## config.mk

```make
export PLATFORM = sky130hd
export DESIGN_NAME = lsd_sink_flat
export DESIGN_NICKNAME = d
export VERILOG_FILES = /design/src/include/lsd_pkg.sv /design/src/include/lsd_if.sv /design/src/design/lsd_sink.sv /design/src/flat_wrapper.sv
export SDC_FILE = /design/constraint.sdc
export NUM_CORES = 1
export LEC_CHECK = 0
export ABC_AREA = 1
export ABC_CLOCK_PERIOD_IN_PS = 7300
export BUFFER_PORTS_ARGS = -buffer_cell sky130_fd_sc_hd__buf_2
export CAP_MARGIN = 30
export CORE_UTILIZATION = 55
export DETAILED_ROUTE_END_ITERATION = 10
export PLACE_DENSITY_LB_ADDON = 0.12
export SYNTH_ARGS = -nofsm -noshare
export SYNTH_HDL_FRONTEND = slang
export SYNTH_HIERARCHICAL = 1
export SYNTH_SLANG_ARGS = --single-unit
```

## constraint.sdc

```tcl
create_clock -name clk_in -period 7.3 [get_ports clk_in]
set_input_delay 1.095 -clock clk_in [delete_from_list [all_inputs] [get_ports clk_in]]
set_output_delay 1.095 -clock clk_in [all_outputs]
set_load 0.01 [all_outputs]
```

## src/include/lsd_pkg.sv

```systemverilog
// lsd_pkg: shared constants and types for the led sink link
package lsd_pkg;
    // ------------------------------------------------------------
    // geometry and clock
    // ------------------------------------------------------------
    localparam int CHANNELS = 16;
    localparam int CLK_HZ = 50_000_000;
    localparam int CLK_PERIOD_NS = 20;
    localparam int SCLK_HZ = 2_500_000;
    localparam int SCLK_HALF_CYCLES = CLK_HZ / (2 * SCLK_HZ);
    localparam int HALF_W = 8;
    localparam logic [HALF_W-1:0] HALF_LAST =
        HALF_W'(SCLK_HALF_CYCLES - 1);
    localparam logic [3:0] LAST_BIT = 4'hf;
    // ------------------------------------------------------------
    // staggered turn-on
    // ------------------------------------------------------------
    localparam int STAGGER_UNIT_NS = 2;
    localparam int STAGGER_RAW =
        (STAGGER_UNIT_NS + CLK_PERIOD_NS - 1) / CLK_PERIOD_NS;
    localparam int STAGGER_UNIT_CYCLES = (STAGGER_RAW < 1) ? 1 : STAGGER_RAW;
    localparam int STAGGER_GROUP = 8;
    localparam int RAMP_W = 6;
    // ------------------------------------------------------------
    // controller register map (apb byte offsets)
    // ------------------------------------------------------------
    localparam logic [7:0] REG_CTRL = 8'h00;
    localparam logic [7:0] REG_PATTERN = 8'h04;
    localparam logic [7:0] REG_CMD = 8'h08;
    localparam logic [7:0] REG_STATUS = 8'h0c;
    localparam logic [7:0] REG_READBACK = 8'h10;
    localparam logic [7:0] REG_FAIL = 8'h14;
    localparam int CTRL_ENABLE_N_BIT = 0;
    localparam int CTRL_DETECT_BIT = 1;
    localparam int CTRL_EDGE_BIT = 2;
    localparam logic [2:0] CTRL_RESET = 3'h1;
    localparam int CMD_START_BIT = 0;
    localparam int STATUS_BUSY_BIT = 0;
    localparam int STATUS_ALARM_BIT = 1;
    // ------------------------------------------------------------
    // controller states
    // ------------------------------------------------------------
    typedef enum logic [4:0] {
        ST_IDLE = 5'h01,
        ST_LOW = 5'h02,
        ST_HIGH = 5'h04,
        ST_GAP = 5'h08,
        ST_STROBE = 5'h10
    } lsd_state_type;
endpackage : lsd_pkg

```

## src/include/lsd_if.sv

```systemverilog
// lsd_if: pins between display controller and led sink driver
`timescale 1ns/100ps
`default_nettype none
interface lsd_if;
    logic sclk;
    logic serial_in;
    logic strobe_in;
    logic enable_n;
    logic detect_select;
    logic out_edge_select;
    logic serial_out;
    logic alarm_pull;
    logic alarm_n;
    // open-drain alarm with pull-up: low only while the driver pulls
    assign alarm_n = ~alarm_pull;
    modport dev (
        input sclk, serial_in, strobe_in, enable_n,
        input detect_select, out_edge_select,
        output serial_out, alarm_pull
    );
    modport ctl (
        output sclk, serial_in, strobe_in, enable_n,
        output detect_select, out_edge_select,
        input serial_out, alarm_n
    );
endinterface : lsd_if
`default_nettype wire

```

## src/design/lsd_sink.sv

```systemverilog
// lsd_sink: 16-channel led sink driver logic with fault detection
`timescale 1ns/100ps
`default_nettype none

// ----------------------------------------------------------------
// two-flop synchroniser
// ----------------------------------------------------------------
module lsd_sync #(
    parameter int WIDTH = 1,
    parameter logic [WIDTH-1:0] INIT = '0
) (
    input wire logic clk_in,
    input wire logic rst_in,
    input wire logic [WIDTH-1:0] d_in,
    output logic [WIDTH-1:0] q_out
);
    logic [WIDTH-1:0] meta_reg;
    logic [WIDTH-1:0] q_reg;

    always_ff @(posedge clk_in or posedge rst_in) begin
        if (rst_in) begin
            meta_reg <= INIT;
            q_reg <= INIT;
        end else begin
            meta_reg <= d_in;
            q_reg <= meta_reg;
        end
    end

    assign q_out = q_reg;
endmodule : lsd_sync

// ----------------------------------------------------------------
// driver core
// ----------------------------------------------------------------
module lsd_sink
    import lsd_pkg::*;
(
    input wire logic clk_in,
    input wire logic rst_in,
    lsd_if.dev link,
    input wire logic [CHANNELS-1:0] open_low_in,
    input wire logic [CHANNELS-1:0] short_high_in,
    input wire logic temp_warn_in,
    input wire logic temp_shut_in,
    output logic [CHANNELS-1:0] sink_on_out,
    output logic low_current_out
);
    // ------------------------------------------------------------
    // pin synchronisers
    // ------------------------------------------------------------
    logic [7:0] pins_raw;
    logic [7:0] pins_s;
    logic [2*CHANNELS-1:0] cmp_s;

    assign pins_raw = {link.sclk, link.serial_in, link.strobe_in,
                       link.enable_n, link.detect_select,
                       link.out_edge_select, temp_warn_in, temp_shut_in};

    // enable_n resets high so nothing lights before the first sample
    lsd_sync #(.WIDTH(8), .INIT(8'h10)) u_pin_sync (
        .clk_in(clk_in),
        .rst_in(rst_in),
        .d_in(pins_raw),
        .q_out(pins_s)
    );

    lsd_sync #(.WIDTH(2 * CHANNELS)) u_cmp_sync (
        .clk_in(clk_in),
        .rst_in(rst_in),
        .d_in({short_high_in, open_low_in}),
        .q_out(cmp_s)
    );

    wire sclk_s = pins_s[7];
    wire din_s = pins_s[6];
    wire strobe_s = pins_s[5];
    wire enable_n_s = pins_s[4];
    wire detsel_s = pins_s[3];
    wire edge_sel_s = pins_s[2];
    wire warn_s = pins_s[1];
    wire shut_s = pins_s[0];

    // ------------------------------------------------------------
    // edge detection on synchronised pins
    // ------------------------------------------------------------
    logic sclk_prev_reg;
    logic strobe_prev_reg;
    logic detsel_prev_reg;

    always_ff @(posedge clk_in or posedge rst_in) begin
        if (rst_in) begin
            sclk_prev_reg <= 1'b0;
            strobe_prev_reg <= 1'b0;
            detsel_prev_reg <= 1'b0;
        end else begin
            sclk_prev_reg <= sclk_s;
            strobe_prev_reg <= strobe_s;
            detsel_prev_reg <= detsel_s;
        end
    end

    wire sclk_rise = sclk_s & ~sclk_prev_reg;
    wire sclk_fall = ~sclk_s & sclk_prev_reg;
    wire strobe_rise = strobe_s & ~strobe_prev_reg;
    // a short pulse leaves two level changes, one at each of its edges
    wire detsel_change = detsel_s ^ detsel_prev_reg;
    wire outputs_en = ~enable_n_s;

    // ------------------------------------------------------------
    // shift register, latch and detection
    // ------------------------------------------------------------
    logic [CHANNELS-1:0] shift_reg;
    logic [CHANNELS-1:0] latch_reg;
    logic detect_now_reg;
    logic smart_reg;
    logic fail_pending_reg;
    logic alarm_fault_reg;
    logic shutdown_reg;
    logic alarm_reg;
    logic serial_out_reg;

    // final settled level chooses the comparator set
    wire [CHANNELS-1:0] fault_sel = detsel_s ?
        cmp_s[2*CHANNELS-1:CHANNELS] :
        cmp_s[CHANNELS-1:0];
    wire [CHANNELS-1:0] tested =
        latch_reg & {CHANNELS{outputs_en}};
    // healthy tested bits read one, untested keep their image bit
    wire [CHANNELS-1:0] det_result =
        (shift_reg & ~tested) | (tested & ~fault_sel);
    wire any_fail = |(tested & fault_sel);

    always_ff @(posedge clk_in or posedge rst_in) begin
        if (rst_in) begin
            shift_reg <= '0;
        end else if (sclk_rise) begin
            shift_reg <= {shift_reg[CHANNELS-2:0], din_s};
        end else if (detect_now_reg) begin
            shift_reg <= det_result;
        end
    end

    always_ff @(posedge clk_in or posedge rst_in) begin
        if (rst_in) begin
            latch_reg <= '0;
        end else if (strobe_rise) begin
            latch_reg <= shift_reg;
        end else if (detsel_change && outputs_en) begin
            latch_reg <= '1;
        end
    end

    always_ff @(posedge clk_in or posedge rst_in) begin
        if (rst_in) begin
            detect_now_reg <= 1'b0;
            smart_reg <= 1'b0;
        end else begin
            detect_now_reg <= strobe_rise | (detsel_change & outputs_en);
            // a select change in the strobe cycle still arms smart mode
            smart_reg <= detsel_change |
                (smart_reg & ~strobe_rise);
        end
    end

    assign low_current_out = smart_reg;

    // ------------------------------------------------------------
    // alarm and thermal handling
    // ------------------------------------------------------------
    always_ff @(posedge clk_in or posedge rst_in) begin
        if (rst_in) begin
            fail_pending_reg <= 1'b0;
            alarm_fault_reg <= 1'b0;
        end else if (strobe_rise) begin
            fail_pending_reg <= 1'b0;
            alarm_fault_reg <= 1'b0;
        end else begin
            fail_pending_reg <= fail_pending_reg | any_fail;
            if (sclk_rise && fail_pending_reg) begin
                alarm_fault_reg <= 1'b1;
            end
        end
    end

    always_ff @(posedge clk_in or posedge rst_in) begin
        if (rst_in) begin
            shutdown_reg <= 1'b0;
        end else if (shut_s) begin
            shutdown_reg <= 1'b1;
        end else if (!warn_s) begin
            shutdown_reg <= 1'b0;
        end
    end

    always_ff @(posedge clk_in or posedge rst_in) begin
        if (rst_in) begin
            alarm_reg <= 1'b0;
        end else begin
            alarm_reg <= alarm_fault_reg | warn_s | shut_s |
                shutdown_reg;
        end
    end

    assign link.alarm_pull = alarm_reg;

    // ------------------------------------------------------------
    // serial output
    // ------------------------------------------------------------
    always_ff @(posedge clk_in or posedge rst_in) begin
        if (rst_in) begin
            serial_out_reg <= 1'b0;
        end else if (sclk_rise && !edge_sel_s) begin
            serial_out_reg <= shift_reg[CHANNELS-2];
        end else if (sclk_fall && edge_sel_s) begin
            serial_out_reg <= shift_reg[CHANNELS-1];
        end else if (detect_now_reg && !sclk_rise) begin
            serial_out_reg <= det_result[CHANNELS-1];
        end
    end

    assign link.serial_out = serial_out_reg;

    // ------------------------------------------------------------
    // channel drive with staggered turn-on
    // ------------------------------------------------------------
    wire [CHANNELS-1:0] drive_req = latch_reg &
        {CHANNELS{outputs_en & ~shutdown_reg}};

    // turn-off is immediate; only turn-on is spread out
    for (genvar ch = 0; ch < CHANNELS; ch++) begin : g_chan
        localparam int UNITS = STAGGER_GROUP - 1 - (ch % STAGGER_GROUP);
        localparam logic [RAMP_W-1:0] TARGET =
            RAMP_W'(UNITS * STAGGER_UNIT_CYCLES);
        logic [RAMP_W-1:0] ramp_reg;
        // own flop per channel: no two processes write one vector
        logic on_reg;

        always_ff @(posedge clk_in or posedge rst_in) begin
            if (rst_in) begin
                ramp_reg <= '0;
                on_reg <= 1'b0;
            end else begin
                if (!drive_req[ch]) begin
                    ramp_reg <= '0;
                end else if (ramp_reg != TARGET) begin
                    ramp_reg <= ramp_reg + 1'b1;
                end
                on_reg <= drive_req[ch] &&
                    (ramp_reg == TARGET);
            end
        end

        assign sink_on_out[ch] = on_reg;
    end
endmodule : lsd_sink
`default_nettype wire

```

## src/flat_wrapper.sv

```systemverilog
// flat-port wrapper written by rule: the top's interface ports become plain ports
module lsd_sink_flat import lsd_pkg::*;
  (clk_in, rst_in, open_low_in, short_high_in, temp_warn_in, temp_shut_in, sink_on_out, low_current_out, link_sclk, link_serial_in, link_strobe_in, link_enable_n, link_detect_select, link_out_edge_select, link_serial_out, link_alarm_pull);
  lsd_if link_i ();
  input wire logic clk_in;
  input wire logic rst_in;
  input wire logic [CHANNELS-1:0] open_low_in;
  input wire logic [CHANNELS-1:0] short_high_in;
  input wire logic temp_warn_in;
  input wire logic temp_shut_in;
  output logic [CHANNELS-1:0] sink_on_out;
  output logic low_current_out;
  input wire logic [$bits(link_i.sclk)-1:0] link_sclk;
  input wire logic [$bits(link_i.serial_in)-1:0] link_serial_in;
  input wire logic [$bits(link_i.strobe_in)-1:0] link_strobe_in;
  input wire logic [$bits(link_i.enable_n)-1:0] link_enable_n;
  input wire logic [$bits(link_i.detect_select)-1:0] link_detect_select;
  input wire logic [$bits(link_i.out_edge_select)-1:0] link_out_edge_select;
  output wire logic [$bits(link_i.serial_out)-1:0] link_serial_out;
  output wire logic [$bits(link_i.alarm_pull)-1:0] link_alarm_pull;
  assign link_i.sclk = link_sclk;
  assign link_i.serial_in = link_serial_in;
  assign link_i.strobe_in = link_strobe_in;
  assign link_i.enable_n = link_enable_n;
  assign link_i.detect_select = link_detect_select;
  assign link_i.out_edge_select = link_out_edge_select;
  assign link_serial_out = link_i.serial_out;
  assign link_alarm_pull = link_i.alarm_pull;
  lsd_sink u_core (.clk_in(clk_in), .rst_in(rst_in), .link(link_i), .open_low_in(open_low_in), .short_high_in(short_high_in), .temp_warn_in(temp_warn_in), .temp_shut_in(temp_shut_in), .sink_on_out(sink_on_out), .low_current_out(low_current_out));
endmodule
```

# Word level (Yosys, flattened, before mapping)
# Cells that the tools add are included.
# Widths: inputs -> output; s select.
[totals]
wordCells = 213
reg_bits = 234
inputBits = 42
out_inout_bits = 19
[classes]
add_sub_neg = 16
muxes = 45
eq_ne = 45
reduce_logical = 32
bitwise = 27
[ops]
columns = ["operator", "count"]
rows = [
  ["$mux 6", 32],
  ["$add 6x1->6 const B", 16],
  ["$and 16x16->16", 5],
  ["$mux 16", 5],
  ["$eq 6x3->1 const B", 8],
  ["$ne 6x3->1 const B", 8],
  ["$ne 2x2->1 const B", 17],
  ["$not 16->16", 2],
  ["$eq 6x2->1 const B", 4],
  ["$ne 6x2->1 const B", 4],
  ["$logic_and 1x1->1", 21],
  ["$or 16x16->16", 1],
  ["$reduce_or 16->1", 1],
  ["$eq 6x1->1 const B", 2],
  ["$logic_not 6->1", 2],
  ["$ne 6x1->1 const B", 2],
  ["$reduce_bool 6->1", 2],
  ["$mux 1", 8],
  ["$and 1x1->1", 6],
  ["$not 1->1", 6],
  ["$or 1x1->1", 6],
  ["$reduce_bool 2->1", 3],
  ["$reduce_bool 3->1", 1],
  ["$logic_not 1->1", 2],
  ["$xor 1x1->1", 1],
]

# Depth between registers and ports, before layout
[depth]
word_depth = 8
ltp_mapped = 11
mapped_depth_nobuf = 9

# By module
# Netlist, hierarchy kept.
[modules_own_cells]
columns = ["module", "area_each_um2", "instances", "cells_each", "seq_area_each_um2"]
rows = [
  ["lsd_sink", 7637.3, 1, 882, 3853.7],
  ["lsd_sync (u_core.u_cmp_sync)", 1605.3, 1, 65, 1601.5],
  ["lsd_sync (u_core.u_pin_sync)", 406.6, 1, 17, 402.9],
]

# Worst setup path before layout
# No wires, ideal clock.
[synth_timing]
path_type = "reg-to-output"
start = "register u_core.g_chan[0].on_reg"
end = "output sink_on_out[0]"
stages_incl_launch_ff = 2
arrival_time_ns = 0.467
path_buffers = 1
slack_ns = 5.738
t_required_ns = 6.205
path_cell_list = "dfrtp_1 buf_4"
[synth_lines]
columns = ["item", "line_no", "source"]
rows = [
  ["start, declared", "lsd_sink.sv:237", "logic on_reg;"],
  ["start signal, assigned", "lsd_sink.sv:249", "on_reg <= drive_req[ch] &&"],
  ["end, declared", "flat_wrapper.sv:11", "output logic [CHANNELS-1:0] sink_on_out;"],
]
# No word-level cell between the ends.

==> Flow_metrics.wiki <==
{| class="wikitable"
! Metric !! Value
|-
| Initial core utilization || 56.0%
|-
| Required arrival time at the worst endpoint || 7.73 ns
|-
| Ratio of routed vias to standard cells || 5.00
|-
| Max transition margin || 39.3%
|-
| Flip-flop and latch count after synthesis || 234
|-
| Post-layout utilization of the core || 63.1%
|-
| Avg Synthesized Cell Area || 10.0 um^2
|-
| Cell depth of the worst min-delay path || 0
|-
| Register clock-pin slew on the reported worst setup and hold paths || 0.06 ns
|-
| Clock tree from TritonCTS || built
|-
| Reported leakage power || 5.24 nW
|-
| Vias in the first global route || 6052
|-
| Top cells by area in the synthesized netlist || sky130_fd_sc_hd__dfrtp_1 60%, sky130_fd_sc_hd__nand2_1 6.0%, sky130_fd_sc_hd__nor2_1 4.5%
|-
| Post-Route WL || 16300 um
|-
| Clock latency at the later pin of the worst-skew pair || 0.53 ns
|-
| CP endpoint kind || register
|-
| Maximum fanout along the worst path || 23
|-
| Yosys warnings || 6
|-
| Worst R2R Path Depth || 5
|-
| Worst hold-check path type || register to register
|-
| Wire length per cell after detailed routing || 12.9 um
|-
| Number of setup buffers added after CTS || 0
|-
| Pins Over Slew Limit || 0
|-
| Starting DRC count in detailed routing || 368
|-
| Cell depth of the worst setup path || 5
|-
| I/O Buffers || 60
|-
| Cts hold-fix bufs || 0
|-
| Fill cell count || 1376
|-
| Final Skew || 0.0213 ns
|-
| CTS H-Tree Depth || 1
|-
| Detail Placement HPWL || 10900 um
|-
| Outcome || complete, no violations
|-
| Most common cell after layout, fill and taps aside || sky130_fd_sc_hd__dfrtp_1
|-
| Largest net degree at the start of global routing || 102
|-
| Area of the multi-input gates || 3140 um^2
|-
| WL met2 || 7610 um
|-
| Type of the setup path with the least slack || register to register
|-
| Number of flip-flops under the largest register name || 96
|-
| Number of clock buffers inserted by TritonCTS || 24
|-
| Total number of vias || 6328
|-
| Number of enable-type register cells in the synthesized netlist || 0
|-
| Data arrival time of the critical path || 2.70 ns
|-
| Total gr overflow || 0
|-
| Met1 layer wirelength in the final routing || 7690 um
|-
| Number of diodes || 0
|-
| Total Neg Setup Slack || 0 ns
|-
| Placeable core region || 17200 um^2
|-
| Peak VDD IR || 0.273 mV
|-
| Library cell occupying the most area in the post-synthesis netlist || sky130_fd_sc_hd__dfrtp_1
|-
| Antenna Violating Nets Remaining || 0
|-
| Share of synthesized registers carrying an async set or reset || 100%
|-
| Tcrit/Tclk final || 31.1%
|-
| Total Nets Final || 1093
|-
| Highest Signal Layer || met4
|-
| Critical R2R Launch || u_core/sclk_prev_reg$_DFF_PP0_
|-
| Worst slack on hold paths || 0.342 ns
|-
| First-pass GRT wire length || 28100 um
|-
| Maximum buffer depth of the clock tree || 3
|-
| Ratio of total power to cell area || 266 nW/um^2
|-
| Unrepaired setup endpoints after global routing || no
|-
| Gates resized, CTS repair || 0
|-
| Maximum frequency from static timing analysis || 440 MHz
|-
| Final hold violations || 0
|-
| Initial antenna violation count || 0
|-
| Number of sinks driven by the clock tree || 234
|-
| Commonest cells after routing, fill and taps aside || 232 x sky130_fd_sc_hd__dfrtp_1, 154 x sky130_fd_sc_hd__nand2_1, 116 x sky130_fd_sc_hd__nor2_1
|-
| Buffer and inverter count on the worst path || 1
|-
| Critical-path cell list || nor2_2 -> inv_1 -> nand3_1 -> o21ai_0 -> a31oi_1
|-
| Library cell used as clock root buffer || sky130_fd_sc_hd__clkbuf_16
|-
| Overall die height || 134 um
|-
| GRT Total Usage || 19.2%
|-
| Drt first pass iters || 4
|-
| Detailed-routed wire length on met3 || 689 um
|-
| Delay of the slowest cell on the worst path || 0.72 ns
|-
| Leading register cell type out of synthesis || sky130_fd_sc_hd__dfrtp_1
|-
| Critical-path cell with the highest stage delay || sky130_fd_sc_hd__nor2_2
|-
| Detailed-route DRC error count || 0
|-
| I/O Pins || 61
|-
| Growth of design area from synthesis to finish || 12.7%
|-
| Syn Nets || 1034
|-
| Die area || 18100 um^2
|-
| Placer congestion estimate || 0.781
|-
| Hold path start || u_core/u_cmp_sync/meta_reg[2]$_DFF_PP0_
|-
| Final worst path period need || 2.27 ns
|-
| Top Family by Delay on Critical Path || simple AND/OR/NAND/NOR gates
|-
| Max cap viols || 0
|-
| Setup-failing EPs final || 0
|-
| Synth Cell Area || 9650 um^2
|-
| Yosys top cell area share || 60.2%
|-
| Worst Tran Pin Value || 0.909 ns
|-
| Kind of launch point of the worst setup path || register
|-
| Number of instances in the synthesized netlist || 964
|-
| Register cell area after layout || 5860 um^2
|-
| Row count || 48
|-
| Launching element of the worst setup path || u_core/sclk_prev_reg$_DFF_PP0_
|-
| Count of distinct cell types in the synthesized netlist || 39
|-
| Seq/Total Area, Yosys || 60.7%
|-
| Fraction of final layout cells sized beyond drive strength 1 || 13.4%
|-
| Horiz. Die Dim || 134 um
|}
## cell usage after synthesis (2+ instances only)
cell type and number:
sky130_fd_sc_hd__dfrtp_1 232, sky130_fd_sc_hd__nand2_1 154, sky130_fd_sc_hd__nor2_1 116, sky130_fd_sc_hd__inv_1 106, sky130_fd_sc_hd__nand3_1 71, sky130_fd_sc_hd__o21ai_0 53
sky130_fd_sc_hd__a21oi_1 42, sky130_fd_sc_hd__ha_1 28, sky130_fd_sc_hd__xor2_1 22, sky130_fd_sc_hd__buf_4 21, sky130_fd_sc_hd__nor3_1 20, sky130_fd_sc_hd__nor2_2 12
sky130_fd_sc_hd__a31oi_1 10, sky130_fd_sc_hd__nor3b_1 9, sky130_fd_sc_hd__nand4_1 8, sky130_fd_sc_hd__xnor2_1 7, sky130_fd_sc_hd__o22a_1 6, sky130_fd_sc_hd__nor2_4 5
sky130_fd_sc_hd__inv_2 4, sky130_fd_sc_hd__o211ai_1 4, sky130_fd_sc_hd__a22oi_1 3, sky130_fd_sc_hd__buf_2 3, sky130_fd_sc_hd__buf_6 3, sky130_fd_sc_hd__clkbuf_1 3
sky130_fd_sc_hd__a311oi_1 2, sky130_fd_sc_hd__and3_1 2, sky130_fd_sc_hd__dfstp_2 2, sky130_fd_sc_hd__nand2_2 2, sky130_fd_sc_hd__nand4_2 2, sky130_fd_sc_hd__nor2_8 2
sky130_fd_sc_hd__nor4_1 2
## report_power, final
| part | total (mW) | switching [mW] | internal, mW |
|---|---|---|---|
| registers | 1.45 | 0.0656 | 1.38 |
| clock network | 1.21 | 0.492 | 0.723 |
| logic | 0.230 | 0.148 | 0.0816 |
## path summary, 6_finish.rpt
check | endpoint | slack, ns
setup / recovery | register | 5.03
min in group asynchronous | u_core/g_chan[0].ramp_reg[3]$_DFFE_PP0N_ | 0.51
hold reg to reg | u_core/u_cmp_sync/q_out[2]$_DFF_PP0_ | 0.34
hold / removal | u_core/u_cmp_sync/q_out[2]$_DFF_PP0_ | 0.34
max in group asynchronous | u_core/g_chan[5].ramp_reg[2]$_DFFE_PP0N_ | 5.43
setup reg to reg | register | 5.03
## layout make-up
| type | instances | area share (%) |
|---|---|---|
| clock inverter | 12 | 1.30 |
| multi-input combinational | 588 | 28.9 |
| timing repair buffer | 63 | 3.15 |
| inverter | 112 | 4.05 |
| clock buffer | 32 | 6.17 |
| tap | 225 | 2.59 |
| sequential | 234 | 53.9 |
## kinds of logic (layout without fill, tap and decap cells)
| kind of cell | Yosys count | in the layout | share of synthesized area, % |
|---|---|---|---|
| AOI/OAI and AO/OA | 122 | 122 | 7.02 |
| xor gates and xnor gates | 29 | 29 | 2.63 |
| adders and majority gates | 28 | 28 | 3.63 |
| buffers and inverters | 142 | 219 | 6.77 |
| DFF | 234 | 234 | 60.7 |
| muxes | 1 | 1 | 0.117 |
| and+or+nand+nor | 408 | 408 | 19.1 |
## worst register-to-register path, cell delays in order (launching register included)
cell and delay [ns]:
sky130_fd_sc_hd__dfrtp_1 0.41, sky130_fd_sc_hd__nor2_2 0.72, sky130_fd_sc_hd__inv_1 0.59, sky130_fd_sc_hd__nand3_1 0.23, sky130_fd_sc_hd__o21ai_0 0.10, sky130_fd_sc_hd__a31oi_1 0.15
## metrics by stage
stage,worst slack [ns],instances,total power [mW],area [um^2]
2_1_floorplan,2.06,964,1.63,9650
3_3_place_gp,4.62,1221,1.70,10000
3_5_place_dp,4.61,1221,1.70,10000
4_1_cts,5.05,1265,2.93,10800
5_1_grt,4.84,1266,3.03,10900
6_report,5.03,1266,2.89,10900
## routing by layer
metal | vias up | GRT usage [%]
met3 | 25 | 3.15
met1 | 2971 | 27.5
li1 | 3215 | -
met2 | 117 | 31.0
met5 | - | 0
met4 | 0 | 4.62
(Power assumes the default switching activity.)
